File: config.mk
export PLATFORM = sky130hd
export DESIGN_NAME = usx_transmitter
export DESIGN_NICKNAME = d
export VERILOG_FILES = /design/src/verilog/usx_pkg.sv /design/src/verilog/usx_transmitter.sv
export SDC_FILE = /design/constraint.sdc
export NUM_CORES = 1
export LEC_CHECK = 0
export ABC_AREA = 1
export BUFFER_PORTS_ARGS = -buffer_cell sky130_fd_sc_hd__clkbuf_2
export CORE_MARGIN = 2
export CORE_UTILIZATION = 40
export CTS_BUF_LIST = sky130_fd_sc_hd__clkbuf_2
export CTS_CLUSTER_DIAMETER = 120
export DETAILED_ROUTE_END_ITERATION = 12
export PLACE_DENSITY = 0.59
export SLEW_MARGIN = 10
export SYNTH_ARGS = -nofsm -noshare
export SYNTH_HDL_FRONTEND = slang
export SYNTH_SLANG_ARGS = --single-unit
File: constraint.sdc
create_clock -name aclk -period 4.6 [get_ports aclk]
set_input_delay 0.46 -clock aclk [delete_from_list [all_inputs] [get_ports aclk]]
set_output_delay 0.46 -clock aclk [all_outputs]
set_load 0.01 [all_outputs]
File: src/verilog/usx_pkg.sv
// Package with register map, field positions and encodings of the transmitter.
package usx_pkg;
  localparam int ADDR_W = 8;
  // Register byte offsets.
  localparam logic [7:0] OFF_CTRL_ONE = 8'h00;
  localparam logic [7:0] OFF_CTRL_TWO = 8'h04;
  localparam logic [7:0] OFF_CTRL_THREE = 8'h08;
  localparam logic [7:0] OFF_STATUS_ONE = 8'h0C;
  localparam logic [7:0] OFF_BAUD_DIV = 8'h10;
  localparam logic [7:0] OFF_DATA_BUF = 8'h14;
  // control_reg_one fields.
  localparam int C1_CPOL = 0;
  localparam int C1_SIZE_LSB = 1;
  localparam int C1_PM_LSB = 4;
  localparam int C1_MODE_LSB = 6;
  // control_reg_two fields.
  localparam int C2_DBLS = 0;
  localparam int C2_TRANSMIT_ENABLE_BIT = 1;
  localparam int C2_TXCIE = 2;
  localparam int C2_DRIE = 3;
  localparam int C2_GIE = 4;
  // control_reg_three fields.
  localparam int C3_TX8 = 0;
  localparam int C3_STOP2 = 1;
  localparam int C3_MASTER = 2;
  // status_reg_one fields.
  localparam int ST_TXC = 6;
  localparam int ST_DRE = 7;
  // Reset values.
  localparam logic [7:0] RST_CTRL = 8'h00;
  localparam logic [7:0] RST_BAUD = 8'h00;
  // Encodings.
  localparam logic [1:0] MODE_SYNC = 2'h1;
  localparam logic [2:0] SIZE_NINE = 3'h7;
  localparam logic [3:0] SAMPLES_NORMAL = 4'hF;
  localparam logic [3:0] SAMPLES_DOUBLE = 4'h7;
  localparam logic [1:0] RESP_OKAY = 2'h0;
  localparam logic [1:0] RESP_SLVERR = 2'h2;

  typedef enum logic [2:0] {
    TX_IDLE = 3'h0,
    TX_START = 3'h1,
    TX_DATA = 3'h3,
    TX_PARITY = 3'h2,
    TX_STOP = 3'h6
  } usx_tx_state_type;
endpackage

File: src/verilog/usx_transmitter.sv
// Serial unit transmitter with clocking, frame shifter and register slave.
// How it works
// - external serial clock goes through a synchroniser, then an edge detector.
// - serial clock pin is input as slave, driven output as master in synchronous mode.
// - synchronous data changes on one clock edge, sampled on the other.
// - polarity clear: change on rising, sample on falling; set swaps.
// - frame is start, five to nine data, optional parity, one or two stops.
// - data goes LSB first; parity sits between last data and first stop.
// - line idles high; a frame may follow another directly.
// - parity is XOR of data bits, inverted for odd parity.
// - size, parity mode and stop select fields set the frame format.
// - transmitter loads new frames only while its enable bit is set.
// - data write fills buffer; buffer moves to shifter when idle or done.
// - buffer-empty flag set when buffer empties into shifter; writing zero clears, one ignored.
// - buffer-empty interrupt is flag and its enable and global enable.
// - transmit-complete set after frame out with buffer empty; cleared three ways.
// - transmit-complete interrupt is flag and its enable and global enable.
// - parity enable inserts generated parity after the MSB.
// - clearing enable waits for the running frame; pin then released.
// - synchronous frames shift on the serial clock pin.
// - master bit picks internal clock out or external clock in.
// - size field value 111 selects nine-bit characters.
// - baud is clock over 16, 8 or 2 times divisor plus one.
//
// The placing of the registers and the AXI4-Lite slave port were chosen for this implementation.
`timescale 1ns/1ps
module usx_transmitter #(
  parameter int ADDR_W = usx_pkg::ADDR_W
) (
  // Clock and reset.
  input wire logic aclk,
  input wire logic aresetn,
  // AXI4-Lite write address.
  input wire logic [ADDR_W-1:0] s_axi_awaddr,
  input wire logic s_axi_awvalid,
  output logic s_axi_awready,
  // AXI4-Lite write data.
  input wire logic [31:0] s_axi_wdata,
  input wire logic [3:0] s_axi_wstrb,
  input wire logic s_axi_wvalid,
  output logic s_axi_wready,
  // AXI4-Lite write response.
  output logic [1:0] s_axi_bresp,
  output logic s_axi_bvalid,
  input wire logic s_axi_bready,
  // AXI4-Lite read address.
  input wire logic [ADDR_W-1:0] s_axi_araddr,
  input wire logic s_axi_arvalid,
  output logic s_axi_arready,
  // AXI4-Lite read data.
  output logic [31:0] s_axi_rdata,
  output logic [1:0] s_axi_rresp,
  output logic s_axi_rvalid,
  input wire logic s_axi_rready,
  // Serial clock pin.
  input wire logic serial_clock_pin_i,
  output logic serial_clock_pin_o,
  output logic serial_clock_pin_oe,
  // Transmit data pin.
  output logic transmit_data_pin_o,
  output logic transmit_data_pin_oe,
  // Interrupt requests and service acknowledge.
  output logic buffer_empty_irq,
  output logic transmit_complete_irq,
  input wire logic transmit_complete_serviced
);

  typedef struct packed {
    logic aw_full;
    logic [ADDR_W-1:0] aw_addr;
    logic w_full;
    logic [7:0] w_data;
    logic w_lane0;
    logic bvalid;
    logic [1:0] bresp;
    logic rvalid;
    logic [1:0] rresp;
    logic [31:0] rdata;
    logic [7:0] control_reg_one;
    logic [7:0] control_reg_two;
    logic [7:0] control_reg_three;
    logic [7:0] baud_divisor_reg;
    logic buffer_empty_flag;
    logic transmit_complete_flag;
    logic buf_full;
    logic [8:0] buf_data;
    logic tx_on;
    usx_pkg::usx_tx_state_type state;
    logic [8:0] shift;
    logic [3:0] bits_left;
    logic parity;
    logic second_stop;
    // A synchronous frame from idle waits for a change edge to start.
    logic lead;
    logic [3:0] sample;
    logic [7:0] div;
    logic sck_master;
    logic sck_s1;
    logic sck_s2;
    logic sck_s3;
    logic txd;
  } usx_state_type;

  usx_state_type r;
  usx_state_type next_r;

  logic [1:0] mode;
  logic sync_mode;
  logic master;
  logic cpol;
  logic [3:0] nbits;
  logic [8:0] data_mask;
  logic tick;
  logic bit_end;
  logic change_edge;
  logic advance;
  logic frame_done;
  logic do_write;
  logic [7:0] wbyte;
  logic load;

  always_comb begin
    mode = r.control_reg_one[usx_pkg::C1_MODE_LSB +: 2];
    sync_mode = (mode == usx_pkg::MODE_SYNC);
    master = r.control_reg_three[usx_pkg::C3_MASTER];
    cpol = r.control_reg_one[usx_pkg::C1_CPOL];
    // Reserved size codes fall back to eight bits.
    unique case (r.control_reg_one[usx_pkg::C1_SIZE_LSB +: 3])
      3'h0: nbits = 4'h5;
      3'h1: nbits = 4'h6;
      3'h2: nbits = 4'h7;
      usx_pkg::SIZE_NINE: nbits = 4'h9;
      default: nbits = 4'h8;
    endcase
    // Bits above the character size are masked so that they reach
    // neither the line nor the parity.
    data_mask = 9'(({1'b0, 9'h1FF} >> (4'h9 - nbits)));
    // The divider reloads from the divisor, so a tick spans divisor + 1.
    tick = (r.div == 8'h00);
    // Asynchronous bit time is 16 or 8 baud ticks.
    bit_end = tick && (r.sample == (r.control_reg_two[usx_pkg::C2_DBLS] ?
        usx_pkg::SAMPLES_DOUBLE : usx_pkg::SAMPLES_NORMAL));
    if (master) begin
      // Master edge leaving the idle level is the change edge.
      change_edge = tick && (r.state != usx_pkg::TX_IDLE)
          && (r.sck_master == cpol);
    end else begin
      // Only the agreeing second and third stages are compared.
      change_edge = cpol ? (r.sck_s3 && !r.sck_s2)
                         : (!r.sck_s3 && r.sck_s2);
    end
    advance = sync_mode ? change_edge : bit_end;
    frame_done = advance && (r.state == usx_pkg::TX_STOP)
        && (r.second_stop || !r.control_reg_three[usx_pkg::C3_STOP2]);
    do_write = r.aw_full && r.w_full && !r.bvalid;
    wbyte = r.w_data;
    load = r.buf_full && r.control_reg_two[usx_pkg::C2_TRANSMIT_ENABLE_BIT]
        && ((r.state == usx_pkg::TX_IDLE) || frame_done);
  end

  always_comb begin
    next_r = r;
    // Write channel: address and data are taken in either order.
    if (s_axi_awvalid && s_axi_awready) begin
      next_r.aw_full = 1'b1;
      next_r.aw_addr = s_axi_awaddr;
    end
    if (s_axi_wvalid && s_axi_wready) begin
      next_r.w_full = 1'b1;
      next_r.w_data = s_axi_wdata[7:0];
      next_r.w_lane0 = s_axi_wstrb[0];
    end
    if (r.bvalid && s_axi_bready) begin
      next_r.bvalid = 1'b0;
    end
    // Baud divider runs freely so the rate is set by the divisor alone.
    next_r.div = tick ? r.baud_divisor_reg : 8'(r.div - 8'h01);
    if (tick) begin
      next_r.sample = bit_end ? 4'h0 : 4'(r.sample + 4'h1);
    end
    // Only stages two and three feed the edge detector, which costs two
    // clocks of delay but keeps a metastable first stage out of the logic.
    next_r.sck_s1 = serial_clock_pin_i;
    next_r.sck_s2 = r.sck_s1;
    next_r.sck_s3 = r.sck_s2;
    // The master clock finishes its last half period before it idles,
    // so no pulse shorter than one divider period leaves the pin.
    if (tick) begin
      next_r.sck_master = (r.state == usx_pkg::TX_IDLE) ? cpol
          : !r.sck_master;
    end
    // Shifter.
    if (advance) begin
      unique case (r.state)
        usx_pkg::TX_START: begin
          if (r.lead) begin
            // The start bit begins on a change edge so the peer samples it.
            next_r.lead = 1'b0;
            next_r.txd = 1'b0;
          end else begin
            next_r.state = usx_pkg::TX_DATA;
            next_r.txd = r.shift[0];
            next_r.shift = r.shift >> 1;
            next_r.bits_left = 4'(nbits - 4'h1);
          end
        end
        usx_pkg::TX_DATA: begin
          if (r.bits_left != 4'h0) begin
            next_r.txd = r.shift[0];
            next_r.shift = r.shift >> 1;
            next_r.bits_left = 4'(r.bits_left - 4'h1);
          end else if (r.control_reg_one[usx_pkg::C1_PM_LSB + 1]) begin
            next_r.state = usx_pkg::TX_PARITY;
            next_r.txd = r.parity;
          end else begin
            next_r.state = usx_pkg::TX_STOP;
            next_r.txd = 1'b1;
            next_r.second_stop = 1'b0;
          end
        end
        usx_pkg::TX_PARITY: begin
          next_r.state = usx_pkg::TX_STOP;
          next_r.txd = 1'b1;
          next_r.second_stop = 1'b0;
        end
        usx_pkg::TX_STOP: begin
          next_r.second_stop = 1'b1;
          if (frame_done) begin
            next_r.state = usx_pkg::TX_IDLE;
          end
        end
        default: begin
          next_r.state = usx_pkg::TX_IDLE;
        end
      endcase
    end
    // Completion is flagged only when no further data waits in the buffer.
    if (frame_done && !r.buf_full) begin
      next_r.transmit_complete_flag = 1'b1;
    end
    // Disable takes effect only once the shifter is idle.
    next_r.tx_on = r.control_reg_two[usx_pkg::C2_TRANSMIT_ENABLE_BIT]
        || (next_r.state != usx_pkg::TX_IDLE);
    if (next_r.state == usx_pkg::TX_IDLE) begin
      next_r.txd = 1'b1;
    end
    if (load) begin
      next_r.state = usx_pkg::TX_START;
      // A synchronous frame from idle holds the line high until the first
      // change edge; one that follows a frame directly starts at once.
      next_r.lead = sync_mode && !frame_done;
      next_r.txd = sync_mode && !frame_done;
      next_r.shift = r.buf_data & data_mask;
      next_r.parity = (^(r.buf_data & data_mask))
          ^ r.control_reg_one[usx_pkg::C1_PM_LSB];
      next_r.sample = 4'h0;
      next_r.buf_full = 1'b0;
      next_r.tx_on = 1'b1;
    end
    // Register writes.
    // One write is decoded per response; a new address or data word waits
    // until the master has taken the response.
    if (do_write) begin
      next_r.aw_full = 1'b0;
      next_r.w_full = 1'b0;
      next_r.bvalid = 1'b1;
      next_r.bresp = usx_pkg::RESP_OKAY;
      unique case (r.aw_addr)
        usx_pkg::OFF_CTRL_ONE:
          if (r.w_lane0) next_r.control_reg_one = wbyte;
        usx_pkg::OFF_CTRL_TWO:
          if (r.w_lane0) next_r.control_reg_two = wbyte;
        usx_pkg::OFF_CTRL_THREE:
          if (r.w_lane0) next_r.control_reg_three = wbyte;
        usx_pkg::OFF_BAUD_DIV:
          if (r.w_lane0) next_r.baud_divisor_reg = wbyte;
        usx_pkg::OFF_STATUS_ONE: begin
          if (r.w_lane0 && !wbyte[usx_pkg::ST_DRE]) begin
            next_r.buffer_empty_flag = 1'b0;
          end
          if (r.w_lane0 && !wbyte[usx_pkg::ST_TXC] && !frame_done) begin
            next_r.transmit_complete_flag = 1'b0;
          end
        end
        usx_pkg::OFF_DATA_BUF: begin
          if (r.w_lane0) begin
            // The ninth bit is taken from its control bit at this write.
            next_r.buf_data = {r.control_reg_three[usx_pkg::C3_TX8],
                wbyte};
            next_r.buf_full = 1'b1;
            next_r.buffer_empty_flag = 1'b0;
            next_r.transmit_complete_flag = 1'b0;
          end
        end
        default: next_r.bresp = usx_pkg::RESP_SLVERR;
      endcase
    end
    if (transmit_complete_serviced && !frame_done) begin
      next_r.transmit_complete_flag = 1'b0;
    end
    // The buffer emptying into the shifter wins over any clear, but a
    // data write in the same cycle refills the buffer at once.
    if (load && !next_r.buf_full) begin
      next_r.buffer_empty_flag = 1'b1;
    end
    // Read channel.
    // Read data are registered, so rvalid rises one clock after the address
    // is taken, and arready stays low until the data are accepted.
    if (r.rvalid && s_axi_rready) begin
      next_r.rvalid = 1'b0;
    end
    if (s_axi_arvalid && s_axi_arready) begin
      next_r.rvalid = 1'b1;
      next_r.rresp = usx_pkg::RESP_OKAY;
      next_r.rdata = 32'h0000_0000;
      unique case (s_axi_araddr)
        usx_pkg::OFF_CTRL_ONE: next_r.rdata[7:0] = r.control_reg_one;
        usx_pkg::OFF_CTRL_TWO: next_r.rdata[7:0] = r.control_reg_two;
        usx_pkg::OFF_CTRL_THREE: next_r.rdata[7:0] = r.control_reg_three;
        usx_pkg::OFF_BAUD_DIV: next_r.rdata[7:0] = r.baud_divisor_reg;
        usx_pkg::OFF_STATUS_ONE: begin
          next_r.rdata[usx_pkg::ST_DRE] = r.buffer_empty_flag;
          next_r.rdata[usx_pkg::ST_TXC] = r.transmit_complete_flag;
        end
        // The data buffer is write-only and reads as zero.
        usx_pkg::OFF_DATA_BUF: next_r.rdata = 32'h0000_0000;
        default: next_r.rresp = usx_pkg::RESP_SLVERR;
      endcase
    end
  end

  always_ff @(posedge aclk) begin
    if (!aresetn) begin
      r <= '0;
      r.control_reg_one <= usx_pkg::RST_CTRL;
      r.control_reg_two <= usx_pkg::RST_CTRL;
      r.control_reg_three <= usx_pkg::RST_CTRL;
      r.baud_divisor_reg <= usx_pkg::RST_BAUD;
      r.buffer_empty_flag <= 1'b1;
      r.state <= usx_pkg::TX_IDLE;
      r.txd <= 1'b1;
      r.sck_s1 <= 1'b1;
      r.sck_s2 <= 1'b1;
      r.sck_s3 <= 1'b1;
    end else begin
      r <= next_r;
    end
  end

  assign s_axi_awready = !r.aw_full && !r.bvalid;
  assign s_axi_wready = !r.w_full && !r.bvalid;
  assign s_axi_bvalid = r.bvalid;
  assign s_axi_bresp = r.bresp;
  assign s_axi_arready = !r.rvalid;
  assign s_axi_rvalid = r.rvalid;
  assign s_axi_rresp = r.rresp;
  assign s_axi_rdata = r.rdata;
  assign serial_clock_pin_o = r.sck_master;
  assign serial_clock_pin_oe = sync_mode && master;
  assign transmit_data_pin_o = r.txd;
  assign transmit_data_pin_oe = r.tx_on;
  assign buffer_empty_irq = r.buffer_empty_flag
      && r.control_reg_two[usx_pkg::C2_DRIE]
      && r.control_reg_two[usx_pkg::C2_GIE];
  assign transmit_complete_irq = r.transmit_complete_flag
      && r.control_reg_two[usx_pkg::C2_TXCIE]
      && r.control_reg_two[usx_pkg::C2_GIE];

endmodule // usx_transmitter
After elaboration in Yosys (flattened, before gate mapping)
Cells that the tools add are included.

operators by class
  bitwise gates (word level) = 3
  muxes and demuxes = 47
  multiply operators = 0
  shifts and indexed selects = 1
  $lt $le $gt $ge = 0
  reduce and logical (&&, ||, !) cells = 83
  add/sub/neg operators = 5
  equal/unequal tests = 28
  divide/modulo/power cells = 0

operators with widths
  operator                                              number
  two-way mux 35 bit                                    1
  equality test 8 x 4 -> 1 bit (second input constant)  4
  equality test 8 x 5 -> 1 bit (second input constant)  4
  two-way mux 16 bit                                    2
  logical AND 1 bit                                     30
  two-way mux 13 bit                                    2
  case mux 13 bit (2 select lines)                      1
  logical NOT 8 bit                                     3
  case mux 6 bit (4 select lines)                       1
  two-way mux 1 bit                                     20
  equality test 8 x 3 -> 1 bit (second input constant)  2
  case mux 4 bit (4 select lines)                       1
  AND reduction 4 bit                                   4
  AND reduction 3 bit                                   5
  nonzero test 3 bit                                    5
  logical NOT 1 bit                                     13
  two-way mux 12 bit                                    1
  two-way mux 3 bit                                     4
  two-way mux 4 bit                                     3
  inequality test 2 bit (second input constant)         6
  case mux 3 bit (4 select lines)                       1
  nonzero test 2 bit                                    6
  OR reduction 6 bit                                    2
  two-way mux 11 bit                                    1
  29 further kinds                                      45

word-level totals
  logic and storage cells = 200
  flip-flop bits (word level) = 114
  bits in latches = 0
  memories = 0
  RAM bits = 0
  output and inout port bits = 47
  ROM bits = 0
  input port bits = 61

Depth between registers and ports, before layout
  depth after elaboration = 16
  depth in mapped cells = 21
  gate-level depth less buffers = 21

Least setup slack after synthesis
No wires, ideal clock.

  path type = register to register
  from = reg r[76] (netlist bit)
  to = reg r[19] (netlist bit)
  clock period less this slack = 2214 ps
  slack = 2386 ps
  library setup time = 109 ps
  arrival = 2105 ps
  stages on the path, launching flop included = 19
  cell sequence = dfxtp_1 nor2_1 nor2_2 a21oi_1 inv_1 ha_1 inv_1 o21ai_0 nor2_1 o21ai_0 nand3_1 nand2_1 inv_1 nand2_1 nand2_1 nand2_1 nand3_1 nand2_1 inv_1

on the way
  cells in the longest elaborated chain, start to end = 7
  elaborated cells between the ends (all ways) = 10

RTL lines
  item                                         RTL line                RTL
  from (decl)                                  usx_transmitter.sv:104  usx_state_type r;
  from (signal assigned)                       usx_transmitter.sv:346  r <= next_r;
  equality test 3 bit (tied with other cells)  usx_transmitter.sv:128  unique case (r.control_reg_one[usx_pkg::C1_SIZE_LSB +: 3])
  case mux 4 bit (4 select lines) (*)          usx_transmitter.sv:128
  subtractor 4 bit (*)                         usx_transmitter.sv:137  data_mask = 9'(({1'b0, 9'h1FF} >> (4'h9 - nbits)));
  right shift 9 x 4 -> 9 bit (*)               usx_transmitter.sv:137
  bitwise AND 9 bit (*)                        usx_transmitter.sv:254  next_r.parity = (^(r.buf_data & data_mask))
  XOR reduction 9 bit (*)                      usx_transmitter.sv:254
  XOR 1 bit (*)                                usx_transmitter.sv:255  ^ r.control_reg_one[usx_pkg::C1_PM_LSB];

Every way passes the cells marked *; elsewhere a longest branch is shown, timed or not.
A chain may end at the register's enable or synchronous reset.

Worst setup path in the final report
Same ends and word-level chain as after synthesis.

==> results.txt <==
* Total routing usage reported by global routing: about a fifth
- The H-tree was split into 3 levels.
- Setup violations remaining at the end of the flow were counted as 0.
- Count of nets left with antenna violations after detail routing: 0
* Area share of fa/ha/maj cells after synthesis: about 1.8%
- The number of placed instances, taps included, is about 960.
- Maximum clock insertion buffer count: 2
- The flow ran to the end, and the final reports show no timing, DRC or antenna violations.
* Placed wire-length estimate after detailed placement: roughly 9600 um
* Area share of the leading cell type in the synthesized netlist: roughly 41%
* Drt first pass iters: 5
* Multi-input gate area in the final layout: roughly 2600 um2
- STA classifies the critical path startpoint as a register.
* Count of flip-flops with a built-in enable after synthesis: 0
- Number of antenna violations at the first check in global routing: 1
- Width of the chip: around 120 um
- For the pin with the worst max-slew slack, the measured transition is around 1100 ps.
- During I/O placement, the number of pins put on the boundary was roughly 110.
* Critical Path RT: 5160 ps
* Total Die Area: approximately 15,000 um2
- Row count: 42
* Post-synth design cell area: 5500 um2
- Fraction of final layout cells sized beyond drive strength 1: a little over an eighth
- Max-cap violation count: 0
- The layout has roughly 1,400 filler cells.
- Number of hold-slack violations in the final timing report: 0
- RSZ-0062 raised after global routing: false
- Dividing the detail-routed wire length by the instance count gives between 10 and 15 um.
* Maximum achievable frequency: 0.3790 GHz
* Clock transition time at the flip-flop clock pins of the worst setup and hold paths: 290 ps
- Most used standard cell by instance count after synthesis: sky130_fd_sc_hd__nand2_1
- Once layout is complete, the cells apart from fillers number slightly below 1,000.
- Post-synthesis register bit count: between 100 and 150
- Number of DRC markers after the initial detailed-route iteration: 363
* Clock buffer count from CTS: 9
- Number of global-route vias before repair: ~4,500
- Fraction of synthesized area in multiplexers: 0%
- In the synthesized netlist the dominant register cell turns out to be sky130_fd_sc_hd__dfxtp_1.
- Synth area leaders: sky130_fd_sc_hd__dfxtp_1, sky130_fd_sc_hd__o21ai_0, sky130_fd_sc_hd__nand2_1
- Total of hold buffers inserted after clock tree synthesis: 1
- Ys async rst share: 0%
* Total congestion overflow: 0
- Period Utilization, post-route: 57.37%
- Sequential cells were found to cover around 41% of the synthesized design area.
- YS warnings: 0
- Pin count of the biggest net entering global routing: 71
- Data arrives at the worst endpoint at 3200 ps.
- The worst path needs 2639 ps of the cycle, external delays included.
- The synthesized netlist devotes a little over a fifth of its cell area to simple gates.
* PD cells: roughly 330 nW/um2
* Dominant combinational cell family by area after synthesis: simple AND/OR/NAND/NOR gates
- Fin Clk Skew: 15.74 ps
- Synthesis produced ~760 cells.
* Top cells by instance count after synthesis: sky130_fd_sc_hd__nand2_1, sky130_fd_sc_hd__dfxtp_1, sky130_fd_sc_hd__inv_1
- From synthesis to final layout, the design area changed by 6.733%.
* Endpoint class of the critical path: register
- After synthesis, the netlist uses 46 different library cells.
- After detailed routing, the total wire length is ~13,000 um.
- Compound-Gate Fraction of Synth Area: about a fifth
- CP max FO: 5
- Input and output buffers added on the ports amount to 54.
- Each instance of the synthesized netlist takes up on average roughly 7.3 um2.
* Routability-driven placement congestion ratio: about 0.84
- The die is 121.3 um tall.
* Leakage dissipation: between 2 and 2.5 nW
- Area occupied by registers: approximately 2200 um2
- Setup Crit Path Kind: register to register
- Slew headroom: 26.08%
- The synthesized netlist devotes under 10% of its cell area to XOR and XNOR gates.
* Pins Over Slew Limit: 0
- Initial core utilization: about two fifths
- The cell sitting at the root of the clock tree is a sky130_fd_sc_hd__clkbuf_2.
- In this run the standard cell core region covers between 10,000 and 15,000 um2.
- For this run, the post-layout net count is 860.
- Number of clock sinks: 112
- Setup Total Neg Slack: 0 ps
- Clock tree from TritonCTS: yes
- Number of gates resized after cts: 0
- Dividing the detail-routed via count by the number of cells gives 4.990.
- At the later pin of the worst-skew pair, clock insertion delay measures between 600 and 700 ps.
* Type of the worst min-delay path: primary input to register
- Total vias in the final route: a little under 5,000
* Top cell type by total area after synthesis: sky130_fd_sc_hd__dfxtp_1
* Global-route wire length before repair: 21,820 um
- After detailed routing, the number of remaining DRC violations is 0.
- Number of buffers inserted by post-CTS setup repair: 0
- Maximum vdd drop: ~0.00012 V
final timing paths:
path,from,endpoint,slack [ps],cells past startpoint
hold / removal,s_axi_bready,s_axi_bvalid,50,4
setup reg to reg,r[76],r[19],1960,18
hold reg to reg,r[5],r[5],460,1
setup / recovery,r[76],r[19],1960,18
metal layers:
layer	GRT usage (%)	vias up	share of wire, %
met5	0	-	0
met1	26.20	2202	50
met3	2.397	16	4.1
met2	29.11	122	44
li1	-	2515	-
met4	7.471	0	1.8
per-stage QoR:
| step | cell area (um2) | worst slack (ps) | hold WS, ps | util [%] | total power, W |
|---|---|---|---|---|---|
| 6_report | 5871 | 1961 | 50.42 | 43.98 | 0.001930 |
| 5_1_grt | 5871 | 1617 | 13.47 | 43.98 | 0.002046 |
| 4_1_cts | 5868 | 1985 | 3.947 | 43.96 | 0.001950 |
| 3_5_place_dp | 5719 | 2012 | 405.3 | 42.85 | 0.001435 |
| 3_3_place_gp | 5719 | 2128 | 405.8 | 42.85 | 0.001421 |
| 2_1_floorplan | 5594 | 2386 | 392.5 | - | 0.001357 |
layout by cell type (no fill, tap or decap), types with 2 or more instances in the layout:
master and instances:
sky130_fd_sc_hd__nand2_1 113, sky130_fd_sc_hd__clkbuf_2 63, sky130_fd_sc_hd__o22ai_1 8, sky130_fd_sc_hd__nor3_2 2
sky130_fd_sc_hd__inv_2 10, sky130_fd_sc_hd__nand3b_1 2, sky130_fd_sc_hd__o21ai_2 2, sky130_fd_sc_hd__nand4_1 3
sky130_fd_sc_hd__or2_2 3, sky130_fd_sc_hd__bufinv_16 2, sky130_fd_sc_hd__inv_6 2, sky130_fd_sc_hd__dfxtp_1 112
sky130_fd_sc_hd__ha_1 8, sky130_fd_sc_hd__nor2_2 9, sky130_fd_sc_hd__nand2_2 5, sky130_fd_sc_hd__conb_1 26
sky130_fd_sc_hd__a211oi_1 11, sky130_fd_sc_hd__xor2_1 4, sky130_fd_sc_hd__a221oi_1 3, sky130_fd_sc_hd__inv_1 92
sky130_fd_sc_hd__nand3_1 35, sky130_fd_sc_hd__nand2_4 2, sky130_fd_sc_hd__xnor2_1 4, sky130_fd_sc_hd__nor3_1 11
sky130_fd_sc_hd__or2_1 2, sky130_fd_sc_hd__o21ai_0 85, sky130_fd_sc_hd__o21ai_1 6, sky130_fd_sc_hd__clkinv_1 2
sky130_fd_sc_hd__nor2_1 59, sky130_fd_sc_hd__a21oi_1 79, sky130_fd_sc_hd__nand3_4 2, sky130_fd_sc_hd__a31oi_1 13
kinds of logic after synthesis:
group,Yosys count
fa+ha+maj,8
simple gates,255
flops,112
buf+inv,161
xor+xnor,8
compound gates,212
other cells,1
cell type report:
| class | count | area share (%) |
|---|---|---|
| Inverter | 103 | 6.586 |
| Clock inverter | 7 | 1.598 |
| Timing Repair Buffer | 56 | 4.902 |
| Clock buffer | 9 | 0.7673 |
| Sequential cell | 112 | 38.19 |
| Antenna cell | 1 | 0.04263 |
| Multi-Input combinational cell | 509 | 44.16 |
| Tap cell | 176 | 3.751 |
power by group:
group          internal (W)  switching (W)  leakage (nW)
clock network      0.000181       0.000333        0.0803
logic              0.000117       0.000228          1.51
registers           0.00103      0.0000392         0.910
total               0.00133       0.000601          2.50
sequential cells by signal (all words and copies together), names as in the netlist:
signal and cells:
r 83, s_axi_rdata 8, wbyte 8, mode 2
next_r 2, cpol 1, master 1, s_axi_bresp 1
s_axi_bvalid 1, s_axi_rresp 1, s_axi_rvalid 1, serial_clock_pin_o 1
transmit_data_pin_o 1, transmit_data_pin_oe 1
worst max-delay path: stages, from the launching register on:
cell and delay (ps):
sky130_fd_sc_hd__dfxtp_1 420, sky130_fd_sc_hd__nor2_2 230, sky130_fd_sc_hd__nor2_2 110, sky130_fd_sc_hd__a21oi_1 280
sky130_fd_sc_hd__inv_1 140, sky130_fd_sc_hd__ha_1 370, sky130_fd_sc_hd__nand2_1 80, sky130_fd_sc_hd__nand2_1 50
sky130_fd_sc_hd__nor2_1 190, sky130_fd_sc_hd__xnor2_1 170, sky130_fd_sc_hd__inv_1 60, sky130_fd_sc_hd__nand3_1 90
sky130_fd_sc_hd__nand2_1 60, sky130_fd_sc_hd__nand2_1 70, sky130_fd_sc_hd__nand2_1 50, sky130_fd_sc_hd__nand2_1 50
sky130_fd_sc_hd__nand3_1 60, sky130_fd_sc_hd__nand2_1 60, sky130_fd_sc_hd__inv_1 30
No activity file was read; power rests on OpenSTA's default activity.
